## src/rtl/ebpc_defines.svh

```systemverilog
// constant names for the external bus pin control block
`ifndef EBPC_DEFINES_SVH
`define EBPC_DEFINES_SVH
`define EBPC_AW          23
`define EBPC_AW_LO       16
`define EBPC_DW          16
`define EBPC_REG_AW      4
`define EBPC_OFS_BANK    4'h0
`define EBPC_OFS_STATUS  4'h4
`define EBPC_BIT_DHOLD   1
`define EBPC_BANK_RST    32'h0000_0002
`define EBPC_BANK_MASK   32'h0000_0002
`define EBPC_ST_HOLDA    0
`define EBPC_ST_HOST     1
`define EBPC_ST_OFF      2
`define EBPC_ST_BUSY     3
`define EBPC_ZERO32      32'h0000_0000
`define EBPC_UPPER_ZERO  7'h00
`endif

```

## src/rtl/ebpc_pkg.sv

```systemverilog
// types shared by the external bus pin control block
package ebpc_pkg;
  typedef enum logic [1:0] {
    EBPC_SP_PROG,
    EBPC_SP_DATA,
    EBPC_SP_IO
  } ebpc_space_t;

  typedef struct packed {
    ebpc_space_t  space;
    logic         write;
    logic [22:0]  addr;
    logic [15:0]  wdata;
  } ebpc_acc_t;

  typedef enum logic [1:0] {
    EBPC_IDLE,
    EBPC_ADDR,
    EBPC_XFER
  } ebpc_state_t;
endpackage

```

## src/rtl/ebpc_bus_holder.sv

```systemverilog
// bus holder model: keeps last level of each line while it floats
`timescale 1ns/1ps
`include "ebpc_defines.svh"
module ebpc_bus_holder #(
  parameter int W = 16
) (
  input  wire logic         i_clk,
  input  wire logic         i_resetn,
  input  wire logic         i_en,
  input  wire logic [W-1:0] i_oe_next,
  input  wire logic [W-1:0] i_drv_next,
  input  wire logic [W-1:0] i_pin,
  output logic      [W-1:0] o_keep_en,
  output logic      [W-1:0] o_keep_val
);
  logic [W-1:0] keep_en_reg;
  logic [W-1:0] keep_val_reg;
  logic [W-1:0] oe_reg;
  logic [W-1:0] drv_reg;

  always_ff @(posedge i_clk or negedge i_resetn) begin
    if (!i_resetn) begin
      oe_reg  <= '0;
      drv_reg <= '0;
    end else begin
      oe_reg  <= i_oe_next;
      drv_reg <= i_drv_next;
    end
  end

  // holder takes over in the same cycle the driver lets go
  always_ff @(posedge i_clk or negedge i_resetn) begin
    if (!i_resetn) begin
      keep_en_reg  <= '0;
      keep_val_reg <= '0;
    end else begin
      keep_en_reg  <= {W{i_en}} & ~i_oe_next;
      keep_val_reg <= (oe_reg & drv_reg) | (~oe_reg & i_pin);
    end
  end

  assign o_keep_en  = keep_en_reg;
  assign o_keep_val = keep_val_reg;
endmodule

```

## src/rtl/ebpc_hold_arb.sv

```systemverilog
// hold request arbitration against the external access sequencer
`timescale 1ns/1ps
module ebpc_hold_arb (
  input  wire logic i_clk,
  input  wire logic i_resetn,
  input  wire logic i_hold_n,
  input  wire logic i_bus_idle,
  output logic      o_holda
);
  logic holda_reg;

  // grant only between accesses so no cycle is cut in half
  always_ff @(posedge i_clk or negedge i_resetn) begin
    if (!i_resetn) begin
      holda_reg <= 1'b0;
    end else if (i_hold_n) begin
      holda_reg <= 1'b0;
    end else if (i_bus_idle) begin
      holda_reg <= 1'b1;
    end
  end

  assign o_holda = holda_reg;
endmodule

```

## src/rtl/ebpc_top.sv

```systemverilog
// external parallel bus pin control with avalon-mm register slave
// Summary of operation
// - low sixteen address lines drive every access
// - upper seven lines extend program accesses only
// - address floats in hold or output disable
// - host wide mode makes low address inputs
// - address holders keep last level when floating
// - data lines carry core or host transfers
// - data floats unless writing, reset, hold, off
// - software bit enables data bus holders
// - hold request granted, then lines float
`timescale 1ns/1ps
`include "ebpc_defines.svh"
module ebpc_top (
  input  wire logic                    i_clk,
  input  wire logic                    i_resetn,
  input  wire logic [`EBPC_REG_AW-1:0] i_avs_address,
  input  wire logic                    i_avs_read,
  input  wire logic                    i_avs_write,
  input  wire logic [31:0]             i_avs_writedata,
  input  wire logic [3:0]              i_avs_byteenable,
  output logic      [31:0]             o_avs_readdata,
  output logic                         o_avs_waitrequest,
  input  wire logic                    i_acc_valid,
  input  wire ebpc_pkg::ebpc_acc_t     i_acc,
  output logic                         o_acc_ready,
  output logic                         o_acc_done,
  output logic      [`EBPC_DW-1:0]     o_acc_rdata,
  input  wire logic                    i_hold_n,
  output logic                         o_holda_n,
  input  wire logic                    i_off_n,
  input  wire logic                    i_host_port_wide_mode_select,
  input  wire logic                    i_ready,
  output logic                         o_rw,
  output logic                         o_strobe_n,
  output logic                         o_ctrl_oe,
  input  wire logic [`EBPC_AW-1:0]     i_addr_in,
  output logic      [`EBPC_AW-1:0]     o_addr_out,
  output logic      [`EBPC_AW-1:0]     o_addr_oe,
  output logic      [`EBPC_AW-1:0]     o_addr_keep_en,
  output logic      [`EBPC_AW-1:0]     o_addr_keep_val,
  input  wire logic [`EBPC_DW-1:0]     i_data_in,
  output logic      [`EBPC_DW-1:0]     o_data_out,
  output logic      [`EBPC_DW-1:0]     o_data_oe,
  output logic      [`EBPC_DW-1:0]     o_data_keep_en,
  output logic      [`EBPC_DW-1:0]     o_data_keep_val,
  output logic      [`EBPC_AW_LO-1:0]  o_host_addr,
  output logic      [`EBPC_DW-1:0]     o_host_data
);
  ebpc_pkg::ebpc_state_t state_reg;
  ebpc_pkg::ebpc_state_t state_next;
  ebpc_pkg::ebpc_acc_t   acc_reg;

  logic [31:0]           bank_reg;
  logic [31:0]           rdata_reg;
  logic                  wait_reg;
  logic                  ready_reg;
  logic                  done_reg;
  logic [`EBPC_DW-1:0]   rdata_acc_reg;
  logic                  rw_reg;
  logic                  strobe_n_reg;
  logic                  ctrl_oe_reg;
  logic [`EBPC_AW-1:0]   addr_out_reg;
  logic [`EBPC_AW-1:0]   addr_oe_reg;
  logic [`EBPC_DW-1:0]   data_out_reg;
  logic [`EBPC_DW-1:0]   data_oe_reg;
  logic [`EBPC_AW_LO-1:0] host_addr_reg;
  logic [`EBPC_DW-1:0]   host_data_reg;

  logic                  holda;
  logic                  bus_free;
  logic                  start;
  logic                  pins_on;
  logic                  bus_ack;
  logic                  bus_wr;
  logic [`EBPC_AW-1:0]   addr_next;
  logic [`EBPC_AW-1:0]   addr_oe_next;
  logic [`EBPC_DW-1:0]   data_oe_next;
  logic [`EBPC_DW-1:0]   data_next;
  logic [31:0]           status;
  logic [31:0]           bank_wmask;

  // ---------------------------------------------------------------
  // register slave: one wait cycle, then waitrequest low one cycle
  // ---------------------------------------------------------------
  assign bus_ack = (i_avs_read | i_avs_write) & wait_reg;
  assign bus_wr  = i_avs_write & ~wait_reg;

  always_ff @(posedge i_clk or negedge i_resetn) begin
    if (!i_resetn) begin
      wait_reg <= 1'b1;
    end else if (bus_ack) begin
      wait_reg <= 1'b0;
    end else begin
      wait_reg <= 1'b1;
    end
  end

  assign status = {28'h0000000,
                   state_reg != ebpc_pkg::EBPC_IDLE,
                   ~i_off_n,
                   i_host_port_wide_mode_select,
                   holda};

  always_ff @(posedge i_clk or negedge i_resetn) begin
    if (!i_resetn) begin
      rdata_reg <= `EBPC_ZERO32;
    end else if (bus_ack && i_avs_read) begin
      case (i_avs_address)
        `EBPC_OFS_BANK:   rdata_reg <= bank_reg;
        `EBPC_OFS_STATUS: rdata_reg <= status;
        default:          rdata_reg <= `EBPC_ZERO32;
      endcase
    end
  end

  genvar gb;
  generate
    for (gb = 0; gb < 4; gb++) begin : g_be
      assign bank_wmask[gb*8 +: 8] = {8{i_avs_byteenable[gb]}};
    end
  endgenerate

  // only the holder enable bit is writable; others read zero
  always_ff @(posedge i_clk or negedge i_resetn) begin
    if (!i_resetn) begin
      bank_reg <= `EBPC_BANK_RST;
    end else if (bus_wr && i_avs_address == `EBPC_OFS_BANK) begin
      bank_reg <= ((bank_reg & ~bank_wmask) | (i_avs_writedata & bank_wmask))
                  & `EBPC_BANK_MASK;
    end
  end

  // ---------------------------------------------------------------
  // hold arbitration
  // ---------------------------------------------------------------
  ebpc_hold_arb u_hold (
    .i_clk      (i_clk),
    .i_resetn   (i_resetn),
    .i_hold_n   (i_hold_n),
    .i_bus_idle (state_reg == ebpc_pkg::EBPC_IDLE),
    .o_holda    (holda)
  );

  // ---------------------------------------------------------------
  // external access sequencer
  // ---------------------------------------------------------------
  // no new access once hold is asked for, so the grant is not starved
  assign bus_free = ~holda & i_hold_n & ~i_host_port_wide_mode_select;
  assign start    = i_acc_valid & ready_reg & bus_free;

  always_comb begin
    state_next = state_reg;
    case (state_reg)
      ebpc_pkg::EBPC_IDLE: begin
        if (start) begin
          state_next = ebpc_pkg::EBPC_ADDR;
        end
      end
      ebpc_pkg::EBPC_ADDR: begin
        state_next = ebpc_pkg::EBPC_XFER;
      end
      ebpc_pkg::EBPC_XFER: begin
        if (i_ready) begin
          state_next = ebpc_pkg::EBPC_IDLE;
        end
      end
      default: begin
        state_next = ebpc_pkg::EBPC_IDLE;
      end
    endcase
  end

  always_ff @(posedge i_clk or negedge i_resetn) begin
    if (!i_resetn) begin
      state_reg <= ebpc_pkg::EBPC_IDLE;
    end else begin
      state_reg <= state_next;
    end
  end

  always_ff @(posedge i_clk or negedge i_resetn) begin
    if (!i_resetn) begin
      acc_reg <= '0;
    end else if (start) begin
      acc_reg <= i_acc;
    end
  end

  always_ff @(posedge i_clk or negedge i_resetn) begin
    if (!i_resetn) begin
      ready_reg <= 1'b0;
    end else begin
      ready_reg <= (state_next == ebpc_pkg::EBPC_IDLE) & ~start;
    end
  end

  always_ff @(posedge i_clk or negedge i_resetn) begin
    if (!i_resetn) begin
      done_reg      <= 1'b0;
      rdata_acc_reg <= '0;
    end else begin
      done_reg <= (state_reg == ebpc_pkg::EBPC_XFER) & i_ready;
      if (state_reg == ebpc_pkg::EBPC_XFER && i_ready && !acc_reg.write) begin
        rdata_acc_reg <= i_data_in;
      end
    end
  end

  // ---------------------------------------------------------------
  // pin drive
  // ---------------------------------------------------------------
  // off low wins over everything, including a write in flight
  assign pins_on = i_off_n & ~holda;

  // upper lines only carry program space addresses
  assign addr_next = (acc_reg.space == ebpc_pkg::EBPC_SP_PROG)
                     ? acc_reg.addr
                     : {`EBPC_UPPER_ZERO, acc_reg.addr[`EBPC_AW_LO-1:0]};

  genvar ga;
  generate
    for (ga = 0; ga < `EBPC_AW; ga++) begin : g_aoe
      if (ga < `EBPC_AW_LO) begin : g_lo
        assign addr_oe_next[ga] = pins_on & ~i_host_port_wide_mode_select;
      end else begin : g_hi
        assign addr_oe_next[ga] = pins_on;
      end
    end
  endgenerate

  assign data_oe_next = {`EBPC_DW{pins_on & acc_reg.write
                                  & (state_next == ebpc_pkg::EBPC_XFER)}};
  assign data_next    = acc_reg.wdata;

  always_ff @(posedge i_clk or negedge i_resetn) begin
    if (!i_resetn) begin
      addr_out_reg <= '0;
      addr_oe_reg  <= '0;
      data_out_reg <= '0;
      data_oe_reg  <= '0;
    end else begin
      addr_out_reg <= addr_next;
      addr_oe_reg  <= addr_oe_next;
      data_out_reg <= data_next;
      data_oe_reg  <= data_oe_next;
    end
  end

  always_ff @(posedge i_clk or negedge i_resetn) begin
    if (!i_resetn) begin
      rw_reg       <= 1'b1;
      strobe_n_reg <= 1'b1;
      ctrl_oe_reg  <= 1'b0;
    end else begin
      rw_reg       <= ~(acc_reg.write & (state_next != ebpc_pkg::EBPC_IDLE));
      strobe_n_reg <= state_next != ebpc_pkg::EBPC_XFER;
      ctrl_oe_reg  <= pins_on;
    end
  end

  // host side: wide mode samples the low sixteen address lines and data as host inputs
  always_ff @(posedge i_clk or negedge i_resetn) begin
    if (!i_resetn) begin
      host_addr_reg <= '0;
      host_data_reg <= '0;
    end else if (i_host_port_wide_mode_select) begin
      host_addr_reg <= i_addr_in[`EBPC_AW_LO-1:0];
      host_data_reg <= i_data_in;
    end
  end

  // ---------------------------------------------------------------
  // bus holders: address always on, data under software control
  // ---------------------------------------------------------------
  ebpc_bus_holder #(
    .W (`EBPC_AW)
  ) u_addr_keep (
    .i_clk      (i_clk),
    .i_resetn   (i_resetn),
    .i_en       (1'b1),
    .i_oe_next  (addr_oe_next),
    .i_drv_next (addr_next),
    .i_pin      (i_addr_in),
    .o_keep_en  (o_addr_keep_en),
    .o_keep_val (o_addr_keep_val)
  );

  ebpc_bus_holder #(
    .W (`EBPC_DW)
  ) u_data_keep (
    .i_clk      (i_clk),
    .i_resetn   (i_resetn),
    .i_en       (bank_reg[`EBPC_BIT_DHOLD]),
    .i_oe_next  (data_oe_next),
    .i_drv_next (data_next),
    .i_pin      (i_data_in),
    .o_keep_en  (o_data_keep_en),
    .o_keep_val (o_data_keep_val)
  );

  assign o_avs_readdata    = rdata_reg;
  assign o_avs_waitrequest = wait_reg;
  assign o_acc_ready       = ready_reg;
  assign o_acc_done        = done_reg;
  assign o_acc_rdata       = rdata_acc_reg;
  assign o_holda_n         = ~holda;
  assign o_rw              = rw_reg;
  assign o_strobe_n        = strobe_n_reg;
  assign o_ctrl_oe         = ctrl_oe_reg;
  assign o_addr_out        = addr_out_reg;
  assign o_addr_oe         = addr_oe_reg;
  assign o_data_out        = data_out_reg;
  assign o_data_oe         = data_oe_reg;
  assign o_host_addr       = host_addr_reg;
  assign o_host_data       = host_data_reg;
endmodule

```

## config.mk

```make
export PLATFORM = sky130hd
export DESIGN_NAME = ebpc_top
export DESIGN_NICKNAME = d
export VERILOG_FILES = /design/src/rtl/ebpc_pkg.sv /design/src/rtl/ebpc_bus_holder.sv /design/src/rtl/ebpc_hold_arb.sv /design/src/rtl/ebpc_top.sv
export VERILOG_INCLUDE_DIRS = /design/src /design/src/rtl
export SDC_FILE = /design/constraint.sdc
export NUM_CORES = 1
export LEC_CHECK = 0
export ABC_AREA = 1
export BUFFER_PORTS_ARGS = -buffer_cell sky130_fd_sc_hd__buf_2
export CAP_MARGIN = 20
export CORE_UTILIZATION = 46
export DETAILED_ROUTE_END_ITERATION = 10
export PLACE_DENSITY = 0.82
export SKIP_LAST_GASP = 1
export SLEW_MARGIN = 10
export SYNTH_ARGS = -nofsm -noshare
export SYNTH_HDL_FRONTEND = slang
export SYNTH_HIERARCHICAL = 1
export SYNTH_SLANG_ARGS = --single-unit
```

## constraint.sdc

```tcl
create_clock -name i_clk -period 3.1 [get_ports i_clk]
set_input_delay 0.31 -clock i_clk [delete_from_list [all_inputs] [get_ports i_clk]]
set_output_delay 0.31 -clock i_clk [all_outputs]
set_load 0.02 [all_outputs]
```

==> flow_metrics.env, run 1 <==
export IMPL_drive_gt1_share_pct=36.0
export IMPL_root_buffer="clkbuf_16"
export IMPL_die_w_um=153
export IMPL_ctsResizeCount=0
export IMPL_min_delay_path_depth=3
export IMPL_io_pins=373
export IMPL_synth_area_top_cells="dfrtp_1, nand2_1, buf_4"
export IMPL_grt_max_degree=92
export IMPL_clockBufferDepth=3
export IMPL_synthArstFlopShare_pct=100
export IMPL_fmax_mhz=562
export IMPL_r2r_start="o_acc_ready"
export IMPL_dieArea_mm2=0.0235
export IMPL_largest_register_ffs=26
export IMPL_numPortBuffers=310
export IMPL_tritoncts="yes"
export IMPL_fin_crit_sh_pct=57.4
export IMPL_path_clk_slew_ns=0.06
export IMPL_r2r_end="acc_reg[24]"
export IMPL_avgSynthCellArea_um2=12.0
export IMPL_reg2regPathDepth=6
export IMPL_tightest_slew_ns=0.700
export IMPL_first_pass_iters=4
export IMPL_yosys_warnings=6
export IMPL_num_rows=54
export IMPL_finalClockSkew_ns=0.00954
export IMPL_critPathMaxFanout=42
export IMPL_worstHoldPathType="primary input to flop"
export IMPL_synth_most_common_cell="dfrtp_1"
export IMPL_start_kind="primary input"
export IMPL_clkSinkCount=301
export IMPL_synth_cell_type_count=24
export IMPL_grt_remaining_overflow=0
export IMPL_antenna_found_initial=2
export IMPL_syn2layout_area_growth_pct=27.3
export IMPL_dp_hpwl_mm=15.8
export IMPL_maxSlewViolCount=0
export IMPL_grt_pass1_vias=7032
export IMPL_cp_end_kind="flop"
export IMPL_num_vias=7034
export IMPL_arrival_ns=2.19
export IMPL_synth_ff_type="dfrtp_1"
export IMPL_avgViaCountPerCell=4.63
export IMPL_fin_crit_ns=1.78
export IMPL_synthesis_area_mm2=0.0105
export IMPL_layout_nets=1343
export IMPL_power_total_w=0.00976
export IMPL_htreeDepth=1
export IMPL_cts_made_buffers=29
export IMPL_setup_viol=0
export IMPL_hold_path_end="data_next[10]"
export IMPL_synth_commonest_cells="dfrtp_1, nand2_1, buf_4"
export IMPL_wl_mm=24.5
export IMPL_hold_violations=0
export IMPL_yosysSeqAreaShare_pct=71.6
export IMPL_initial_utilization_pct=47.5
export IMPL_status="finished, final reports clean"
export IMPL_max_cap_violations=0
export IMPL_ant_nets=0
export IMPL_grt_pass1_wl_mm=37.8
export IMPL_maxSlewHeadroom_pct=53.4
export IMPL_r2r_slack_ns=1.33
export IMPL_synth_top_area_cell="dfrtp_1"
export IMPL_synth_cells=877
export IMPL_clk_latency_ns=0.52
export IMPL_ys_seq_elements=301
export IMPL_setup_tns_ns=0
export IMPL_rsz0062_at_grt="false"
export IMPL_ir_drop_mv=0.427
export IMPL_track_usage_pct=20.8
export IMPL_leakagePower_nw=7.31
export IMPL_synth_edff_count=0
export IMPL_wl_per_cell_um=16.1
export IMPL_worstSetupPathType="primary input to flop"
export IMPL_core_mm2=0.0222
export IMPL_die_h_um=153
export IMPL_crit_required_ns=3.51
export IMPL_drtIter0Drc=338
export IMPL_powerDensity_mw_per_mm2=728
export IMPL_yosysTopAreaCellShare_pct=70.6
export IMPL_gp_congestion=0.739
export IMPL_drcViolationCount=0
export IMPL_hp_start="i_acc[10]"
[worst max path at each step]
stage	slack, ns	to	cells past startpoint	startpoint
final	1.32	acc_reg[24]	8	i_hold_n
after global routing	1.24	data_next[0]	8	i_hold_n
after CTS	1.31	acc_reg[24]	8	i_hold_n
after detailed placement	1.30	acc_reg[24]	5	i_host_port_wide_mode_select
after global placement	1.31	o_host_addr[7]	3	i_host_port_wide_mode_select
after floorplan	0.59	o_addr_oe[15]	3	u_hold/o_holda
[per-stage QoR]
stage	hold slack, ns	area [µm²]	setup slack (ns)	util [%]	cells
final	0.0202	13400	1.32	60.5	1518
after global routing	0.0110	13400	1.24	60.5	1517
after CTS	0.000150	13400	1.31	60.4	1515
after detailed placement	0.382	12000	1.30	54.0	1415
after global placement	0.371	12000	1.31	54.0	1415
after floorplan	0.0144	10600	0.589	-	904
[where the power goes]
part	switching [W]	total (W)	internal (W)
registers	0.000251	0.00475	0.00450
logic	0.00104	0.00154	0.000496
clock network	0.00142	0.00347	0.00205
total	0.00271	0.00976	0.00705
[layer usage]
layer  vias up  GRT usage, %  share of wire [%]
li1       3273             -                  -
met1      3426          25.9                 39
met2       266          35.4                 51
met3        69          3.60                5.6
met4         0          9.76                4.0
met5         -             0                  0
[cells in the final DEF, fill, tap and decap left out]
cell and instances:
clkinv_4 1, dlygate4sd3_1 47, buf_12 3, inv_2 5, dfstp_2 4, clkinvlp_4 1
inv_1 64, clkinv_2 7, or2_2 1, nand2_4 3, clkbuf_16 29, a21oi_1 8
nor2_1 32, inv_6 1, nand3_1 57, o21ai_0 4, clkbuf_1 8, buf_4 6
buf_8 1, nor2_4 5, nor2_2 27, nor2_8 2, mux2_2 24, o21ai_2 8
conb_1 29, buf_2 309, nor3_4 1, nand2_1 243, bufinv_16 3, nand3b_1 1
diode_2 3, dfrtp_1 297, clkbuf_8 3, a21oi_2 1
[what timing repair did]
action                                  4_1_cts  5_1_grt
endpoints found under the setup margin        0        0
hold endpoints to repair                    133        0
buffers inserted                              0        0
hold buffers                                 47        0
[cell type report]
cell class | count | area, µm²
Fill cell | 1720 | 8760
Sequential cell | 301 | 7540
Multi-Input combinational cell | 446 | 2160
Timing Repair Buffer | 366 | 2140
Clock buffer | 40 | 797
Tap cell | 280 | 350
Inverter | 69 | 259
Clock inverter | 13 | 150
Antenna cell | 3 | 7.51
[cell families after synthesis]
logic type      synth area share, %
buf+inv                        9.01
other cells                  0.0713
mux                            2.57
simple gates                   15.5
compound gates                 1.32
flops                          71.6
[critical path: stages]
cell and delay (ns):
dlygate4sd3_1 0.54, buf_2 0.13, inv_1 0.06, nor2_4 0.10
buf_4 0.32, nand2_4 0.41, nand2_1 0.20, nand2_1 0.09
(Power assumes the default switching activity.)
==> run 2: changes to the inputs <==
==> constraint.sdc (replaced) <==
create_clock -name i_clk -period 1.6 [get_ports i_clk]
set_input_delay 0.16 -clock i_clk [delete_from_list [all_inputs] [get_ports i_clk]]
set_output_delay 0.16 -clock i_clk [all_outputs]
set_load 0.02 [all_outputs]
==> run 2 against run 1 <==
Against the previous run: global-route usage increased by 1.0 points; sequential share of layout area shrank 2.7 points; register-to-register slack lost 1.2 ns; clock power is 100% higher; clock-buffer cell count up 4; critical path type is now flop to output port; critical endpoint is now o_data_oe[2]; die area stayed put; critical path depth fell by 7.
==> flow_metrics.env, run 2 (synthesized netlist as in run 1, its figures left out) <==
export IMPL_crit_start="o_data_oe[0]"
export IMPL_initial_utilization_pct=47.5
export IMPL_status="finished, final reports clean"
export IMPL_die_h_um=153
export IMPL_cp_end_kind="output port"
export IMPL_path_cells="buf_2"
export IMPL_layout_cells_non_filler=1577
export IMPL_dp_hpwl_mm=15.7
export IMPL_grt_remaining_overflow=0
export IMPL_largest_register_ffs=26
export IMPL_placed_area_mm2=0.0121
export IMPL_antenna_found_initial=1
export IMPL_hold_slack_ns=0.0357
export IMPL_endpoint="o_data_oe[2]"
export IMPL_wl_mm=25.7
export IMPL_dieArea_mm2=0.0235
export IMPL_leakagePower_nw=7.59
export IMPL_rsz0062_at_grt="false"
export IMPL_ir_drop_mv=0.917
export IMPL_clkSinkCount=301
export IMPL_fin_crit_ns=1.48
export IMPL_mostFrequentLayoutCells="buf_2, dfrtp_1, nand2_1"
export IMPL_maxSlewViolCount=0
export IMPL_fin_crit_sh_pct=92.3
export IMPL_drive_gt1_share_pct=35.6
export IMPL_grt_pass1_wl_mm=40.0
export IMPL_root_buffer="clkbuf_16"
export IMPL_fmax_mhz=677
export IMPL_crit_buf_inv=1
export IMPL_htreeDepth=1
export IMPL_num_vias=7435
export IMPL_clk_latency_ns=0.53
export IMPL_critPathMaxFanout=16
export IMPL_drcViolationCount=0
export IMPL_drtIter0Drc=412
export IMPL_worstHoldPathType="primary input to flop"
export IMPL_grt_pass1_vias=7668
export IMPL_core_mm2=0.0222
export IMPL_arrival_ns=1.32
export IMPL_cpMaxStageDelayCell="dfrtp_1"
export IMPL_syn2layout_area_growth_pct=33.7
export IMPL_grt_max_degree=64
export IMPL_io_pins=373
export IMPL_crit_required_ns=1.44
export IMPL_critical_path_max_stage_delay_ns=0.54
export IMPL_fin_area_mm2=0.0141
export IMPL_num_rows=54
export IMPL_die_w_um=153
export IMPL_hold_violations=0
export IMPL_powerDensity_mw_per_mm2=1370
export IMPL_path_clk_slew_ns=0.06
export IMPL_wl_per_cell_um=16.3
export IMPL_postCtsSetupBuffers=0
export IMPL_num_fill_cells=1600
export IMPL_finalClockSkew_ns=0.00685
export IMPL_numPortBuffers=310
export IMPL_max_cap_violations=0
export IMPL_power_total_w=0.0193
export IMPL_dpl_cell_count=1425
export IMPL_tritoncts="yes"
export IMPL_mostFrequentLayoutCell="buf_2"
export IMPL_r2r_slack_ns=0.16
export IMPL_reg2regPathDepth=5
export IMPL_gp_congestion=0.783
export IMPL_ant_nets=0
export IMPL_worstSetupPathType="flop to output port"
export IMPL_setup_viol=0
export IMPL_crit_cells=1
export IMPL_layout_nets=1403
export IMPL_clockBufferDepth=3
export IMPL_first_pass_iters=4
export IMPL_r2r_start="o_avs_waitrequest"
export IMPL_track_usage_pct=21.8
export IMPL_cp_top_family="flip-flops"
export IMPL_start_kind="flop"
export IMPL_cts_made_buffers=30
export IMPL_avgViaCountPerCell=4.71
==> run 2: layer usage <==
layer  GRT usage (%)  routed length (µm)  up-vias
met2            39.1               13400      293
met5               0                   0        -
met1            26.1                9990     3670
met3            3.01                1310       70
met4            10.1                 983        0
li1                -                   -     3402
==> run 2: where the power goes <==
group / total (W) / switching, W / internal, W / leakage (nW)
clock network: 0.00696 / 0.00285 / 0.00411 / 0.489
registers: 0.00925 / 0.000524 / 0.00872 / 3.78
logic: 0.00314 / 0.00207 / 0.00107 / 3.32
total: 0.0193 / 0.00543 / 0.0139 / 7.59
==> run 2: repair_timing <==
action | CTS | global route
hold buffers | 96 | 0
setup endpoints to repair | 16 | 3
endpoints found under the hold margin | 433 | 0
gates resized for setup | 1 | 2
==> run 2: layout make-up <==
type                            instances  area (µm²)  area share [%]
Antenna cell                            1        2.50          0.0178
Clock buffer                           44         875            6.21
Clock inverter                         11         118           0.835
Inverter                               69         262            1.86
Multi-Input combinational cell        446        2180            15.5
Sequential cell                       301        7540            53.5
Tap cell                              280         350            2.49
Timing Repair Buffer                  425        2750            19.5
==> run 2: worst min-delay path by stage <==
| stage | start | endpoint | depth (start not counted) | slack (ns) |
|---|---|---|---|---|
| floorplan | i_resetn | acc_reg[16] | 0 | -0.14 |
| global placement | i_resetn | o_host_data[14] | 1 | 0.09 |
| detailed placement | i_resetn | data_next[14] | 1 | 0.09 |
| CTS | i_avs_address[2] | o_avs_readdata[1] | 6 | 0.007 |
| global route | i_avs_address[2] | o_avs_readdata[1] | 6 | 0.08 |
| finish | i_avs_address[2] | o_avs_readdata[1] | 6 | 0.04 |
==> run 2: per-stage QoR <==
| step | util, % | TNS, ns | setup WS, ns |
|---|---|---|---|
| after floorplan | - | -1.91 | -0.0974 |
| after global placement | 54.7 | 0 | 0.211 |
| after detailed placement | 54.7 | 0 | 0.166 |
| after CTS | 63.5 | 0 | 0.0878 |
| after global routing | 63.5 | 0 | 0.0497 |
| final | 63.5 | 0 | 0.123 |
